===== src/opamp_consts.svh =====
/*
 * Offsets, field positions and reset values of the op amp control bank.
 * Assumes an Avalon-MM slave with 32-bit data, one register per word.
 */
`ifndef OPAMP_CONSTS_SVH
`define OPAMP_CONSTS_SVH

// ------------------------------------------------------------
// Register indices and byte addresses
// ------------------------------------------------------------
`define IDX_A_GAIN_CONFIG     12'hF95
`define IDX_B_OUTPUT_CONFIG   12'hF96
`define IDX_B_CURRENT_CONFIG  12'hF97
`define ADDR_A_GAIN_CONFIG    14'h3E54
`define ADDR_B_OUTPUT_CONFIG  14'h3E58
`define ADDR_B_CURRENT_CONFIG 14'h3E5C

// ------------------------------------------------------------
// Fields
// ------------------------------------------------------------
`define GAIN_HI               7
`define GAIN_LO               4
`define POWER_BIT             3
`define RSVD_A_BIT            2
`define NEG_HI                1
`define NEG_LO                0
`define OUTPUT_ROUTING_CONTROL_HI             7
`define OUTPUT_ROUTING_CONTROL_LO             6
`define POS_HI                1
`define POS_LO                0
`define MODE_BIT              0
`define A_WRITE_MASK          8'hFB
`define B0_WRITE_MASK         8'hC3
`define B1_WRITE_MASK         8'h09
`define REG_RESET             8'h00
`define WAIT_CYCLES           1

`endif


===== src/opamp_pkg.sv =====
/*
 * Types shared by the op amp control bank.
 * Assumes opamp_consts.svh is on the include path.
 */
package opamp_pkg;
	typedef enum logic [1:0] {
		NEG_EXT_PIN = 2'h0,
		NEG_GAIN    = 2'h1,
		NEG_UNITY   = 2'h2,
		NEG_RSVD    = 2'h3
	} neg_sel_t;

	typedef enum logic [2:0] {
		BUS_IDLE = 3'h1,
		BUS_WAIT = 3'h2,
		BUS_DONE = 3'h4
	} bus_state_t;
endpackage


===== src/opamp_regs_if.sv =====
/*
 * Carrier of stored register fields from the bank to the decoder.
 * Assumes a single clock domain.
 */
`timescale 1ns/100ps
`default_nettype none
interface opamp_regs_if;
	logic [3:0] gain_code;
	logic       power_a;
	logic [1:0] neg_sel;
	logic [1:0] out_ctl;
	logic [1:0] pos_sel;
	logic       power_b;
	logic       mode_b;
	modport bank (output gain_code, power_a, neg_sel, out_ctl, pos_sel,
		power_b, mode_b);
	modport dec  (input gain_code, power_a, neg_sel, out_ctl, pos_sel,
		power_b, mode_b);
endinterface
`default_nettype wire


===== src/opamp_select_decode.sv =====
/*
 * Decodes stored op amp fields into registered analogue selects.
 * Assumes synchronous reset and fields stable from the bank.
 */
`timescale 1ns/100ps
`default_nettype none
module opamp_select_decode
	import opamp_pkg::*;
(
	// Clock and reset
	input  wire logic  sys_clk,
	input  wire logic  sys_rst,
	// Fields
	opamp_regs_if.dec  regs,
	// Selects
	output var logic [3:0] gain_apply_q,
	output var logic       gain_enable_q,
	output var logic       neg_ext_pin_q,
	output var logic       neg_unity_q,
	output var logic       power_normal_q,
	output var logic       b_out_pin_q,
	output var logic       b_src_pin_q,
	output var logic       b_sink_pin_q,
	output var logic       b_pos_pref1_q,
	output var logic [1:0] b_pos_sel_q
);
	neg_sel_t neg_d;
	assign neg_d = neg_sel_t'(regs.neg_sel);

	// ------------------------------------------------------------
	// Amplifier A
	// ------------------------------------------------------------
	always_ff @(posedge sys_clk) begin
		if (sys_rst) begin
			gain_apply_q  <= 4'h0;
			gain_enable_q <= 1'b0;
			neg_ext_pin_q <= 1'b0;
			neg_unity_q   <= 1'b0;
		end else begin
			gain_enable_q <= (neg_d == NEG_GAIN);
			gain_apply_q  <= (neg_d == NEG_GAIN) ? regs.gain_code
				: 4'h0;
			neg_ext_pin_q <= (neg_d == NEG_EXT_PIN);
			neg_unity_q   <= (neg_d == NEG_UNITY);
		end
	end

	always_ff @(posedge sys_clk) begin
		if (sys_rst)
			power_normal_q <= 1'b0;
		else
			power_normal_q <= regs.power_a | regs.power_b;
	end

	// ------------------------------------------------------------
	// Amplifier B
	// ------------------------------------------------------------
	always_ff @(posedge sys_clk) begin
		if (sys_rst) begin
			b_out_pin_q   <= 1'b0;
			b_src_pin_q   <= 1'b0;
			b_sink_pin_q  <= 1'b0;
			b_pos_pref1_q <= 1'b0;
			b_pos_sel_q   <= 2'h0;
		end else begin
			b_out_pin_q   <= !regs.mode_b && regs.out_ctl == 2'h3;
			b_src_pin_q   <= regs.mode_b && regs.out_ctl == 2'h1;
			b_sink_pin_q  <= regs.mode_b && regs.out_ctl == 2'h2;
			b_pos_pref1_q <= regs.mode_b;
			b_pos_sel_q   <= regs.mode_b ? 2'h3 : regs.pos_sel;
		end
	end

	// ------------------------------------------------------------
	// Checks
	// ------------------------------------------------------------
	b_route_excl_a: assert property (@(posedge sys_clk) disable iff (sys_rst)
		$onehot0({b_out_pin_q, b_src_pin_q, b_sink_pin_q}))
		else $error("two pin routes at once");
	gain_gate_a: assert property (@(posedge sys_clk) disable iff (sys_rst)
		regs.neg_sel != 2'h1 |=> gain_apply_q == 4'h0)
		else $error("gain applied without gain network");
endmodule // opamp_select_decode
`default_nettype wire


===== src/opamp_control_register_decode.sv =====
/*
 * Op amp control register bank with Avalon-MM slave and select decode.
 * Assumes a 32-bit Avalon-MM master on sys_clk; registers on byte address.
 */
// Our own choice: the Avalon-MM interface to the registers.
// Operation
// - Gain code lives in bits 7:4 of A gain config, 1.5x to 60x.
// - Gain code acts only while negative-input select is 01.
// - Bit 3 of A gain config selects low (0) or normal (1) power.
// - Effective power select is the OR of both amplifiers' power bits.
// - Bit 2 of A gain config is reserved, read-only; software writes 0.
// - Negative select 00 routes A negative input from its pin.
// - Negative select 01 feeds A output back through the gain network.
// - Negative select 10 gives unity gain; 11 is reserved.
// - B output control bits 7:6 decode by current-source mode.
// - Mode clear, values 00 to 10 keep B output off its pin.
// - Mode clear, value 11 connects B output to its pin.
// - Mode set, values 00 and 11 leave B pin disconnected.
// - Mode set, value 01 drives the current source onto B pin.
// - Mode set, value 10 drives the current sink onto B pin.
// - Mode set forces reference 1 onto B positive input.
// - B positive select in bits 1:0 acts only with mode clear.
`include "opamp_consts.svh"
`timescale 1ns/100ps
`default_nettype none
module opamp_control_register_decode
	import opamp_pkg::*;
(
	// Clock and reset
	input  wire logic        sys_clk,
	input  wire logic        sys_rst,
	// Avalon-MM slave
	input  wire logic [13:0] avs_address,
	input  wire logic        avs_read,
	input  wire logic        avs_write,
	input  wire logic [31:0] avs_writedata,
	input  wire logic [3:0]  avs_byteenable,
	output var  logic [31:0] avs_readdata,
	output var  logic        avs_waitrequest,
	output var  logic [1:0]  avs_response,
	// Analogue selects
	output var  logic [3:0]  gain_apply_q,
	output var  logic        gain_enable_q,
	output var  logic        neg_ext_pin_q,
	output var  logic        neg_unity_q,
	output var  logic        power_normal_q,
	output var  logic        b_out_pin_q,
	output var  logic        b_src_pin_q,
	output var  logic        b_sink_pin_q,
	output var  logic        b_pos_pref1_q,
	output var  logic [1:0]  b_pos_sel_q
);
	// ------------------------------------------------------------
	// Storage
	// ------------------------------------------------------------
	logic [7:0] a_cfg_q;
	logic [7:0] b0_cfg_q;
	logic [7:0] b1_cfg_q;
	bus_state_t bus_q;
	logic       req;
	logic       hit_a;
	logic       hit_b0;
	logic       hit_b1;
	logic       hit;
	logic       wr_ok;
	logic [7:0] rd_d;

	opamp_regs_if regs ();

	assign req    = avs_read || avs_write;
	assign hit_a  = avs_address == `ADDR_A_GAIN_CONFIG;
	assign hit_b0 = avs_address == `ADDR_B_OUTPUT_CONFIG;
	assign hit_b1 = avs_address == `ADDR_B_CURRENT_CONFIG;
	assign hit    = hit_a || hit_b0 || hit_b1;
	assign wr_ok  = avs_write && avs_byteenable[0] && bus_q == BUS_DONE;

	// ------------------------------------------------------------
	// Bus handshake
	// ------------------------------------------------------------
	always_ff @(posedge sys_clk) begin
		if (sys_rst) begin
			bus_q           <= BUS_IDLE;
			avs_waitrequest <= 1'b1;
		end else begin
			unique case (bus_q)
				BUS_IDLE: begin
					avs_waitrequest <= 1'b1;
					if (req)
						bus_q <= BUS_WAIT;
				end
				BUS_WAIT: begin
					avs_waitrequest <= 1'b0;
					bus_q           <= BUS_DONE;
				end
				BUS_DONE: begin
					avs_waitrequest <= 1'b1;
					bus_q           <= BUS_IDLE;
				end
				default: begin
					avs_waitrequest <= 1'b1;
					bus_q           <= BUS_IDLE;
				end
			endcase
		end
	end

	always_comb begin
		rd_d = 8'h00;
		if (hit_a)
			rd_d = a_cfg_q & `A_WRITE_MASK;
		else if (hit_b0)
			rd_d = b0_cfg_q;
		else if (hit_b1)
			rd_d = b1_cfg_q;
	end

	always_ff @(posedge sys_clk) begin
		if (sys_rst) begin
			avs_readdata <= 32'h0000_0000;
			avs_response <= 2'h0;
		end else if (bus_q == BUS_WAIT) begin
			avs_readdata <= {24'h00_0000, rd_d};
			avs_response <= hit ? 2'h0 : 2'h3;
		end
	end

	// ------------------------------------------------------------
	// Register writes
	// ------------------------------------------------------------
	always_ff @(posedge sys_clk) begin
		if (sys_rst)
			a_cfg_q <= `REG_RESET;
		else if (wr_ok && hit_a)
			a_cfg_q <= avs_writedata[7:0] & `A_WRITE_MASK;
	end

	always_ff @(posedge sys_clk) begin
		if (sys_rst)
			b0_cfg_q <= `REG_RESET;
		else if (wr_ok && hit_b0)
			b0_cfg_q <= avs_writedata[7:0] & `B0_WRITE_MASK;
	end

	always_ff @(posedge sys_clk) begin
		if (sys_rst)
			b1_cfg_q <= `REG_RESET;
		else if (wr_ok && hit_b1)
			b1_cfg_q <= avs_writedata[7:0] & `B1_WRITE_MASK;
	end

	assign regs.gain_code = a_cfg_q[`GAIN_HI:`GAIN_LO];
	assign regs.power_a   = a_cfg_q[`POWER_BIT];
	assign regs.neg_sel   = a_cfg_q[`NEG_HI:`NEG_LO];
	assign regs.out_ctl   = b0_cfg_q[`OUTPUT_ROUTING_CONTROL_HI:`OUTPUT_ROUTING_CONTROL_LO];
	assign regs.pos_sel   = b0_cfg_q[`POS_HI:`POS_LO];
	assign regs.power_b   = b1_cfg_q[`POWER_BIT];
	assign regs.mode_b    = b1_cfg_q[`MODE_BIT];

	// ------------------------------------------------------------
	// Decode
	// ------------------------------------------------------------
	opamp_select_decode u_dec (
		.sys_clk        (sys_clk),
		.sys_rst        (sys_rst),
		.regs           (regs),
		.gain_apply_q   (gain_apply_q),
		.gain_enable_q  (gain_enable_q),
		.neg_ext_pin_q  (neg_ext_pin_q),
		.neg_unity_q    (neg_unity_q),
		.power_normal_q (power_normal_q),
		.b_out_pin_q    (b_out_pin_q),
		.b_src_pin_q    (b_src_pin_q),
		.b_sink_pin_q   (b_sink_pin_q),
		.b_pos_pref1_q  (b_pos_pref1_q),
		.b_pos_sel_q    (b_pos_sel_q)
	);

	// ------------------------------------------------------------
	// Checks
	// ------------------------------------------------------------
	rsvd_bit_zero_a: assert property (@(posedge sys_clk) disable iff (sys_rst)
		a_cfg_q[`RSVD_A_BIT] == 1'b0)
		else $error("reserved bit stored");
	rsvd_read_zero_a: assert property (@(posedge sys_clk) disable iff (sys_rst)
		bus_q == BUS_WAIT && hit_a |=> avs_readdata[2] == 1'b0)
		else $error("reserved bit read nonzero");
	gain_apply_a: assert property (@(posedge sys_clk) disable iff (sys_rst)
		a_cfg_q[1:0] == 2'h1 |=> gain_apply_q == $past(a_cfg_q[7:4]))
		else $error("gain code not applied");
	power_or_a: assert property (@(posedge sys_clk) disable iff (sys_rst)
		##1 power_normal_q == ($past(a_cfg_q[3]) | $past(b1_cfg_q[3])))
		else $error("power select not OR");
	power_off_a: assert property (@(posedge sys_clk) disable iff (sys_rst)
		!a_cfg_q[3] && !b1_cfg_q[3] |=> !power_normal_q)
		else $error("normal power without request");
	neg_ext_a: assert property (@(posedge sys_clk) disable iff (sys_rst)
		a_cfg_q[1:0] == 2'h0 |=> neg_ext_pin_q && !neg_unity_q)
		else $error("pin input not chosen");
	neg_unity_a: assert property (@(posedge sys_clk) disable iff (sys_rst)
		a_cfg_q[1:0] == 2'h2 |=> neg_unity_q && !gain_enable_q)
		else $error("unity path not chosen");
	gain_path_a: assert property (@(posedge sys_clk) disable iff (sys_rst)
		a_cfg_q[1:0] == 2'h1 |=> gain_enable_q)
		else $error("gain network not chosen");
	b_pin_a: assert property (@(posedge sys_clk) disable iff (sys_rst)
		!b1_cfg_q[0] |=> b_out_pin_q == ($past(b0_cfg_q[7:6]) == 2'h3))
		else $error("B pin routing wrong");
	b_src_a: assert property (@(posedge sys_clk) disable iff (sys_rst)
		b1_cfg_q[0] && b0_cfg_q[7:6] == 2'h1 |=> b_src_pin_q && !b_out_pin_q)
		else $error("current source not routed");
	b_sink_a: assert property (@(posedge sys_clk) disable iff (sys_rst)
		b1_cfg_q[0] && b0_cfg_q[7:6] == 2'h2 |=> b_sink_pin_q)
		else $error("current sink not routed");
	b_pos_a: assert property (@(posedge sys_clk) disable iff (sys_rst)
		b1_cfg_q[0] |=> b_pos_pref1_q && b_pos_sel_q == 2'h3)
		else $error("reference 1 not forced");
	wait_len_a: assert property (@(posedge sys_clk) disable iff (sys_rst)
		bus_q == BUS_IDLE && req |=> avs_waitrequest ##1 !avs_waitrequest)
		else $error("wait state count wrong");
	reset_clear_a: assert property (@(posedge sys_clk)
		sys_rst |=> a_cfg_q == 8'h00 && b0_cfg_q == 8'h00)
		else $error("reset did not clear");

	// ------------------------------------------------------------
	// Checks on amplifier A selects
	// ------------------------------------------------------------
	gain_zero_a: assert property (@(posedge sys_clk) disable iff (sys_rst)
		a_cfg_q[1:0] != 2'h1 |=> gain_apply_q == 4'h0)
		else $error("gain code leaked");
	gain_off_a: assert property (@(posedge sys_clk) disable iff (sys_rst)
		a_cfg_q[1:0] != 2'h1 |=> !gain_enable_q)
		else $error("gain network enabled");
	neg_rsvd_a: assert property (@(posedge sys_clk) disable iff (sys_rst)
		a_cfg_q[1:0] == 2'h3 |=> !neg_ext_pin_q && !neg_unity_q
		&& !gain_enable_q)
		else $error("reserved select routed");
	neg_onehot_a: assert property (@(posedge sys_clk) disable iff (sys_rst)
		$onehot0({neg_ext_pin_q, neg_unity_q, gain_enable_q}))
		else $error("two negative routes at once");
	power_on_a: assert property (@(posedge sys_clk) disable iff (sys_rst)
		a_cfg_q[3] |=> power_normal_q)
		else $error("A power bit ignored");
	power_b_on_a: assert property (@(posedge sys_clk) disable iff (sys_rst)
		b1_cfg_q[3] |=> power_normal_q)
		else $error("B power bit ignored");

	// ------------------------------------------------------------
	// Checks on amplifier B selects and stored reserved bits
	// ------------------------------------------------------------
	b_off_mode_a: assert property (@(posedge sys_clk) disable iff (sys_rst)
		!b1_cfg_q[0] |=> !b_src_pin_q && !b_sink_pin_q)
		else $error("current drive without mode");
	b_disc_a: assert property (@(posedge sys_clk) disable iff (sys_rst)
		b1_cfg_q[0] && (b0_cfg_q[7:6] == 2'h0 || b0_cfg_q[7:6] == 2'h3)
		|=> !b_out_pin_q && !b_src_pin_q && !b_sink_pin_q)
		else $error("B pin not disconnected");
	b_out_mode_a: assert property (@(posedge sys_clk) disable iff (sys_rst)
		b1_cfg_q[0] |=> !b_out_pin_q)
		else $error("B output on pin in mode");
	b_src_only_a: assert property (@(posedge sys_clk) disable iff (sys_rst)
		!(b1_cfg_q[0] && b0_cfg_q[7:6] == 2'h1) |=> !b_src_pin_q)
		else $error("stray current source");
	b_sink_only_a: assert property (@(posedge sys_clk) disable iff (sys_rst)
		!(b1_cfg_q[0] && b0_cfg_q[7:6] == 2'h2) |=> !b_sink_pin_q)
		else $error("stray current sink");
	b_pos_free_a: assert property (@(posedge sys_clk) disable iff (sys_rst)
		!b1_cfg_q[0] |=> !b_pos_pref1_q
		&& b_pos_sel_q == $past(b0_cfg_q[1:0]))
		else $error("positive select not followed");
	b0_rsvd_a: assert property (@(posedge sys_clk) disable iff (sys_rst)
		b0_cfg_q[5:2] == 4'h0)
		else $error("B reserved bits stored");
	b1_rsvd_a: assert property (@(posedge sys_clk) disable iff (sys_rst)
		b1_cfg_q[7:4] == 4'h0 && b1_cfg_q[2:1] == 2'h0)
		else $error("unused current bits stored");

	// ------------------------------------------------------------
	// Checks on the bus handshake
	// ------------------------------------------------------------
	state_onehot_a: assert property (@(posedge sys_clk) disable iff (sys_rst)
		$onehot(bus_q))
		else $error("bus state not one-hot");
	wait_done_a: assert property (@(posedge sys_clk) disable iff (sys_rst)
		!avs_waitrequest |=> avs_waitrequest)
		else $error("wait low for two cycles");
	wait_low_done_a: assert property (@(posedge sys_clk) disable iff (sys_rst)
		!avs_waitrequest |-> bus_q == BUS_DONE)
		else $error("wait low outside answer");
	idle_wait_a: assert property (@(posedge sys_clk) disable iff (sys_rst)
		bus_q == BUS_IDLE |=> avs_waitrequest)
		else $error("wait low after idle");
	bad_resp_a: assert property (@(posedge sys_clk) disable iff (sys_rst)
		bus_q == BUS_WAIT && !hit |=> avs_response == 2'h3
		&& avs_readdata == 32'h0000_0000)
		else $error("unmapped access accepted");
	good_resp_a: assert property (@(posedge sys_clk) disable iff (sys_rst)
		bus_q == BUS_WAIT && hit |=> avs_response == 2'h0)
		else $error("mapped access refused");
	rd_high_zero_a: assert property (@(posedge sys_clk) disable iff (sys_rst)
		avs_readdata[31:8] == 24'h00_0000)
		else $error("upper read lanes nonzero");
	read_keep_a: assert property (@(posedge sys_clk) disable iff (sys_rst)
		bus_q != BUS_WAIT |=> $stable(avs_readdata) && $stable(avs_response))
		else $error("read data moved");

	// ------------------------------------------------------------
	// Checks on register storage
	// ------------------------------------------------------------
	bad_write_a: assert property (@(posedge sys_clk) disable iff (sys_rst)
		bus_q == BUS_DONE && avs_write && !hit |=> $stable(a_cfg_q)
		&& $stable(b0_cfg_q) && $stable(b1_cfg_q))
		else $error("unmapped write stored");
	no_be_a: assert property (@(posedge sys_clk) disable iff (sys_rst)
		bus_q == BUS_DONE && avs_write && !avs_byteenable[0]
		|=> $stable(a_cfg_q) && $stable(b0_cfg_q) && $stable(b1_cfg_q))
		else $error("disabled lane stored");
	idle_keep_a: assert property (@(posedge sys_clk) disable iff (sys_rst)
		!wr_ok |=> $stable(a_cfg_q) && $stable(b0_cfg_q) && $stable(b1_cfg_q))
		else $error("register changed without write");
	write_a_a: assert property (@(posedge sys_clk) disable iff (sys_rst)
		wr_ok && hit_a |=> a_cfg_q
		== ($past(avs_writedata[7:0]) & `A_WRITE_MASK))
		else $error("A write not stored");
	write_b0_a: assert property (@(posedge sys_clk) disable iff (sys_rst)
		wr_ok && hit_b0 |=> b0_cfg_q
		== ($past(avs_writedata[7:0]) & `B0_WRITE_MASK))
		else $error("B output write not stored");
	write_b1_a: assert property (@(posedge sys_clk) disable iff (sys_rst)
		wr_ok && hit_b1 |=> b1_cfg_q
		== ($past(avs_writedata[7:0]) & `B1_WRITE_MASK))
		else $error("B current write not stored");
	read_a_a: assert property (@(posedge sys_clk) disable iff (sys_rst)
		bus_q == BUS_WAIT && hit_a |=> avs_readdata[7:0] == $past(a_cfg_q))
		else $error("A readback wrong");
	read_b0_a: assert property (@(posedge sys_clk) disable iff (sys_rst)
		bus_q == BUS_WAIT && hit_b0 |=> avs_readdata[7:0] == $past(b0_cfg_q))
		else $error("B output readback wrong");
	read_b1_a: assert property (@(posedge sys_clk) disable iff (sys_rst)
		bus_q == BUS_WAIT && hit_b1 |=> avs_readdata[7:0] == $past(b1_cfg_q))
		else $error("B current readback wrong");

	write_a_c: cover property (@(posedge sys_clk) wr_ok && hit_a);
	src_mode_c: cover property (@(posedge sys_clk) b_src_pin_q);
	gain_on_c: cover property (@(posedge sys_clk) gain_enable_q);
	sink_mode_c: cover property (@(posedge sys_clk) b_sink_pin_q);
	bad_addr_c: cover property (@(posedge sys_clk) avs_response == 2'h3);
endmodule // opamp_control_register_decode
`default_nettype wire


===== config.mk =====
export PLATFORM = sky130hd
export DESIGN_NAME = opamp_control_register_decode
export DESIGN_NICKNAME = d
export VERILOG_FILES = /design/src/opamp_pkg.sv /design/src/opamp_regs_if.sv /design/src/opamp_select_decode.sv /design/src/opamp_control_register_decode.sv
export VERILOG_INCLUDE_DIRS = /design/src
export SDC_FILE = /design/constraint.sdc
export NUM_CORES = 1
export LEC_CHECK = 0
export ABC_CLOCK_PERIOD_IN_PS = 1200
export BUFFER_PORTS_ARGS = -buffer_cell sky130_fd_sc_hd__buf_2
export CORE_ASPECT_RATIO = 0.75
export CORE_MARGIN = 3
export CORE_UTILIZATION = 38
export DETAILED_ROUTE_END_ITERATION = 10
export PLACE_DENSITY = 0.8
export SETUP_SLACK_MARGIN = 0.2
export SYNTH_ARGS = -nofsm -noshare
export SYNTH_HDL_FRONTEND = slang
export SYNTH_SLANG_ARGS = --single-unit

===== constraint.sdc =====
create_clock -name sys_clk -period 1.2 [get_ports sys_clk]
set_input_delay 0.12 -clock sys_clk [delete_from_list [all_inputs] [get_ports sys_clk]]
set_output_delay 0.12 -clock sys_clk [all_outputs]
set_load 0.01 [all_outputs]

==> metrics.csv <==
stage,metric,value,unit
global_routing,grt.total_usage,15.5,%
route,first_pass_iters,4,
run_status,violations,setup timing,
pwr,internal-power,0.00182,W
worst_setup_path,timing.rr.start,bus_q[2],
global_routing,antenna_found_initial,0,
cells_and_area,fin_util,52.6,%
cells_and_area,drive_gt1_share,37.4,%
pwr,pwr-share-comb,9.8,%
cells_and_area,multi_input_area,788,um2
route,post_drt_wl_per_cell,13.7,um
run_status,status,"complete, but fails checks",
place,post-place-cells,291,
worst_hold_path,min_from,avs_read,
sta,clock.fmax,732,MHz
clock_network,cts.sinks,39,
route,vias,1487,
worst_setup_path,start_kind,register,
worst_setup_path,criticalPathCategory,register to register,
route,viasPerCell,4.94,
sta,clock_skew,0.00613,ns
sta,slew_violations,0,
sta,fin_crit,1.37,ns
cells_and_area,fillers,421,
worst_setup_path,r2r_end,b0_cfg_q[1],
pwr,p_per_area,1110,mW/mm2
pwr,switching_power,0.000600,W
worst_setup_path,crit_fanout,12,
synth,synth_seq_cells,39,
route,final_antenna_net_count,0,
sta,worst_slack,-0.167,ns
worst_hold_path,hold_path_class,input pin to register,
synth,synthTopCellsByArea,"dfxtp_1 (46%), buf_4 (12%), nand4_1 (5.2%)",
floorplanning,fp.dieH,63.7,um
worst_hold_path,holdPathStages,2,
clock_network,clk_pin_slew_worst_paths,0.08,ns
floorplanning,start_util,40.6,%
sta,finalSetupViolations,20,
global_routing,grt_overflow_total,0,
sta,fin_crit_sh,114,%
clock_network,htreeDepth,2,
synth,yosysTopAreaCell,dfxtp_1,
cells_and_area,nets,299,
floorplanning,core_area,0.00415,mm2
place,io_buffers,49,
route,drt_iter0_drc,43,
pwr,fin_total_pwr,0.00242,W
synth,yosysWarningCount,0,
floorplanning,die_w,82.9,um
worst_setup_path,cp-end-kind,register,
worst_setup_path,reg2reg_depth,6,
sta,hold_viol,0,
floorplanning,rows,20,
clock_network,cts_buffer_depth,2,
global_routing,grt_max_degree,24,
worst_setup_path,r2r_slack,-0.17,ns
worst_setup_path,arrival,1.55,ns
synth,postSynthAreaPerCell,9.69,um2
worst_setup_path,cp.required,1.38,ns
place,place_congestion,0.806,
clock_network,clk-insertion-delay-late,0.29,ns
clock_network,cts-buffers-inserted,5,
cells_and_area,regArea,785,um2
floorplanning,dieArea,0.00528,mm2
synth,synth_flop_cell,dfxtp_1,
synth,netlist.area_leader.share,46.3,%
worst_hold_path,whs_endpoint,bus_q[1],
flow_run,maxCapViolCount,0,
global_routing,grt_pass1_vias,1385,
route,drc,0,
floorplanning,ios,103,
synth,synth.distinct_cells,36,
global_routing,grt_pass1_wl,6470,um
place,hpwl,3030,um
pwr,seq_power_share,54.7,%
pwr,clkPwrFrac,35.6,%
cells_and_area,syn2layout_area_growth,29.5,%
synth,syn_inst,174,
cells_and_area,antenna_cells,0,
clock_network,cts_hold_buf,0,
clock_network,cts_tree,done,
synth,async_flop_share,0,%
synth,yosysSeqAreaShare,46.3,%
route,routed_wl,4130,um
synth,syn_area,0.00169,mm2
synth,synth-edff-count,0,
cells_and_area,stdcell_count,301,
sta,rsz0062_at_grt,yes,
pwr,p_sw_share,24.8,%
clock_network,root_buffer,clkbuf_8,
pwr,vdd_drop_max,0.000566,V
pwr,p_leak,1.00,nW
[worst max-delay path: stages (launching register included)]
cell and delay [ns]:
dfxtp_2 0.36, buf_6 0.11, nor3b_4 0.24, nand4_1 0.13
buf_6 0.17, o21ai_0 0.15, a21oi_1 0.09
[what timing repair did]
item                                    CTS  global route
endpoints found under the setup margin   24            29
pin swaps                                14             7
cloned                                    0             1
gates resized for setup                  13             5
buffers inserted                          1             0
[placed cells by master, fill, tap and decap left out, types with 4 or more instances in the layout]
master | synthesis | layout
a21oi_1 | 12 | 12
conb_1 | 1 | 25
dfxtp_1 | 39 | 36
and2_1 | 5 | 5
o21ai_1 | 0 | 10
nor2_1 | 10 | 10
buf_4 | 28 | 17
clkbuf_8 | 0 | 5
buf_2 | 2 | 49
nor3b_1 | 6 | 5
a22o_1 | 4 | 4
nand4_1 | 14 | 14
buf_6 | 0 | 5
[sequential cells by signal, summed over array words and instances (netlist names)]
register / cells
u_dec.b_src_pin_q: 1
b1_cfg_q: 2
avs_readdata: 7
u_dec.gain_apply_q: 4
u_dec.b_sink_pin_q: 1
avs_response: 1
u_dec.b_out_pin_q: 1
u_dec.b_pos_pref1_q: 1
u_dec.gain_enable_q: 1
u_dec.neg_ext_pin_q: 1
avs_waitrequest: 1
a_cfg_q: 7
u_dec.neg_unity_q: 1
u_dec.b_pos_sel_q: 2
u_dec.power_normal_q: 1
b0_cfg_q: 4
bus_q: 3
[worst max-delay path by stage]
| stage | endpoint | slack (ns) | from | cells after the start |
|---|---|---|---|---|
| after detailed placement | avs_readdata[4] | -0.18 | bus_q[2] | 4 |
| after CTS | a_cfg_q[0] | -0.14 | bus_q[2] | 5 |
| after global placement | b1_cfg_q[0] | -0.15 | bus_q[0] | 5 |
| final | b0_cfg_q[1] | -0.17 | bus_q[2] | 6 |
| after global routing | a_cfg_q[6] | -0.27 | bus_q[2] | 6 |
| after floorplan | avs_readdata[4] | -0.03 | bus_q[2] | 4 |
[power groups by stage]
stage | Sequential [W] | Combinational, W | Clock, W
2_1_floorplan | 0.00135 | 0.000155 | 0
3_3_place_gp | 0.00135 | 0.000213 | 0
3_5_place_dp | 0.00135 | 0.000216 | 0
4_1_cts | 0.00132 | 0.000230 | 0.000896
5_1_grt | 0.00133 | 0.000258 | 0.000952
6_report | 0.00132 | 0.000237 | 0.000861
[layer usage]
layer	routed length, um	vias to the layer above	track usage (%)	part of all wire, %
met5	0	-	0	0
met4	48	0	4.49	1.2
met3	408	5	6.14	9.9
met2	1890	74	26.0	46
met1	1780	687	18.4	43
li1	-	721	-	-
[through the flow]
| stage | hold slack (ns) | setup TNS, ns | setup slack (ns) | instance area, um2 |
|---|---|---|---|---|
| after CTS | 0.0436 | -2.16 | -0.143 | 2170 |
| after floorplan | 0.203 | -0.102 | -0.0271 | 1800 |
| final | 0.0605 | -2.47 | -0.167 | 2180 |
| after global placement | 0.353 | -1.94 | -0.145 | 2050 |
| after global routing | 0.0658 | -4.59 | -0.275 | 2180 |
| after detailed placement | 0.352 | -2.79 | -0.180 | 2050 |
[cells by family (layout without fill, tap and decap cells)]
logic type      after synthesis  count (layout)  share of synthesized area (%)
flops                        39              39                           46.3
simple gates                 58              59                           23.4
mux                           3               3                           1.93
compound gates               38              38                           14.0
buf+inv                      35              82                           14.2
other cells                   1              25                          0.223
[Yosys cell counts (3+ instances only)]
library cell / count
a21o_1: 3
dfxtp_1: 39
nor3b_1: 6
clkbuf_1: 3
and2_1: 5
o21ai_0: 13
nand3_1: 3
a21oi_1: 12
nor2_1: 10
buf_4: 28
a22o_1: 4
nand4_1: 14
a32o_1: 3
[final cells by class]
| type | count | area share, % |
|---|---|---|
| clock inverters | 2 | 0.573 |
| multi-input cells | 125 | 36.1 |
| repair buffers | 72 | 20.6 |
| inverters | 2 | 0.344 |
| clock buffers | 6 | 3.32 |
| flip-flops and latches | 39 | 35.9 |
| well taps | 55 | 3.15 |
Note: power is estimated with default switching activity, not from simulation.
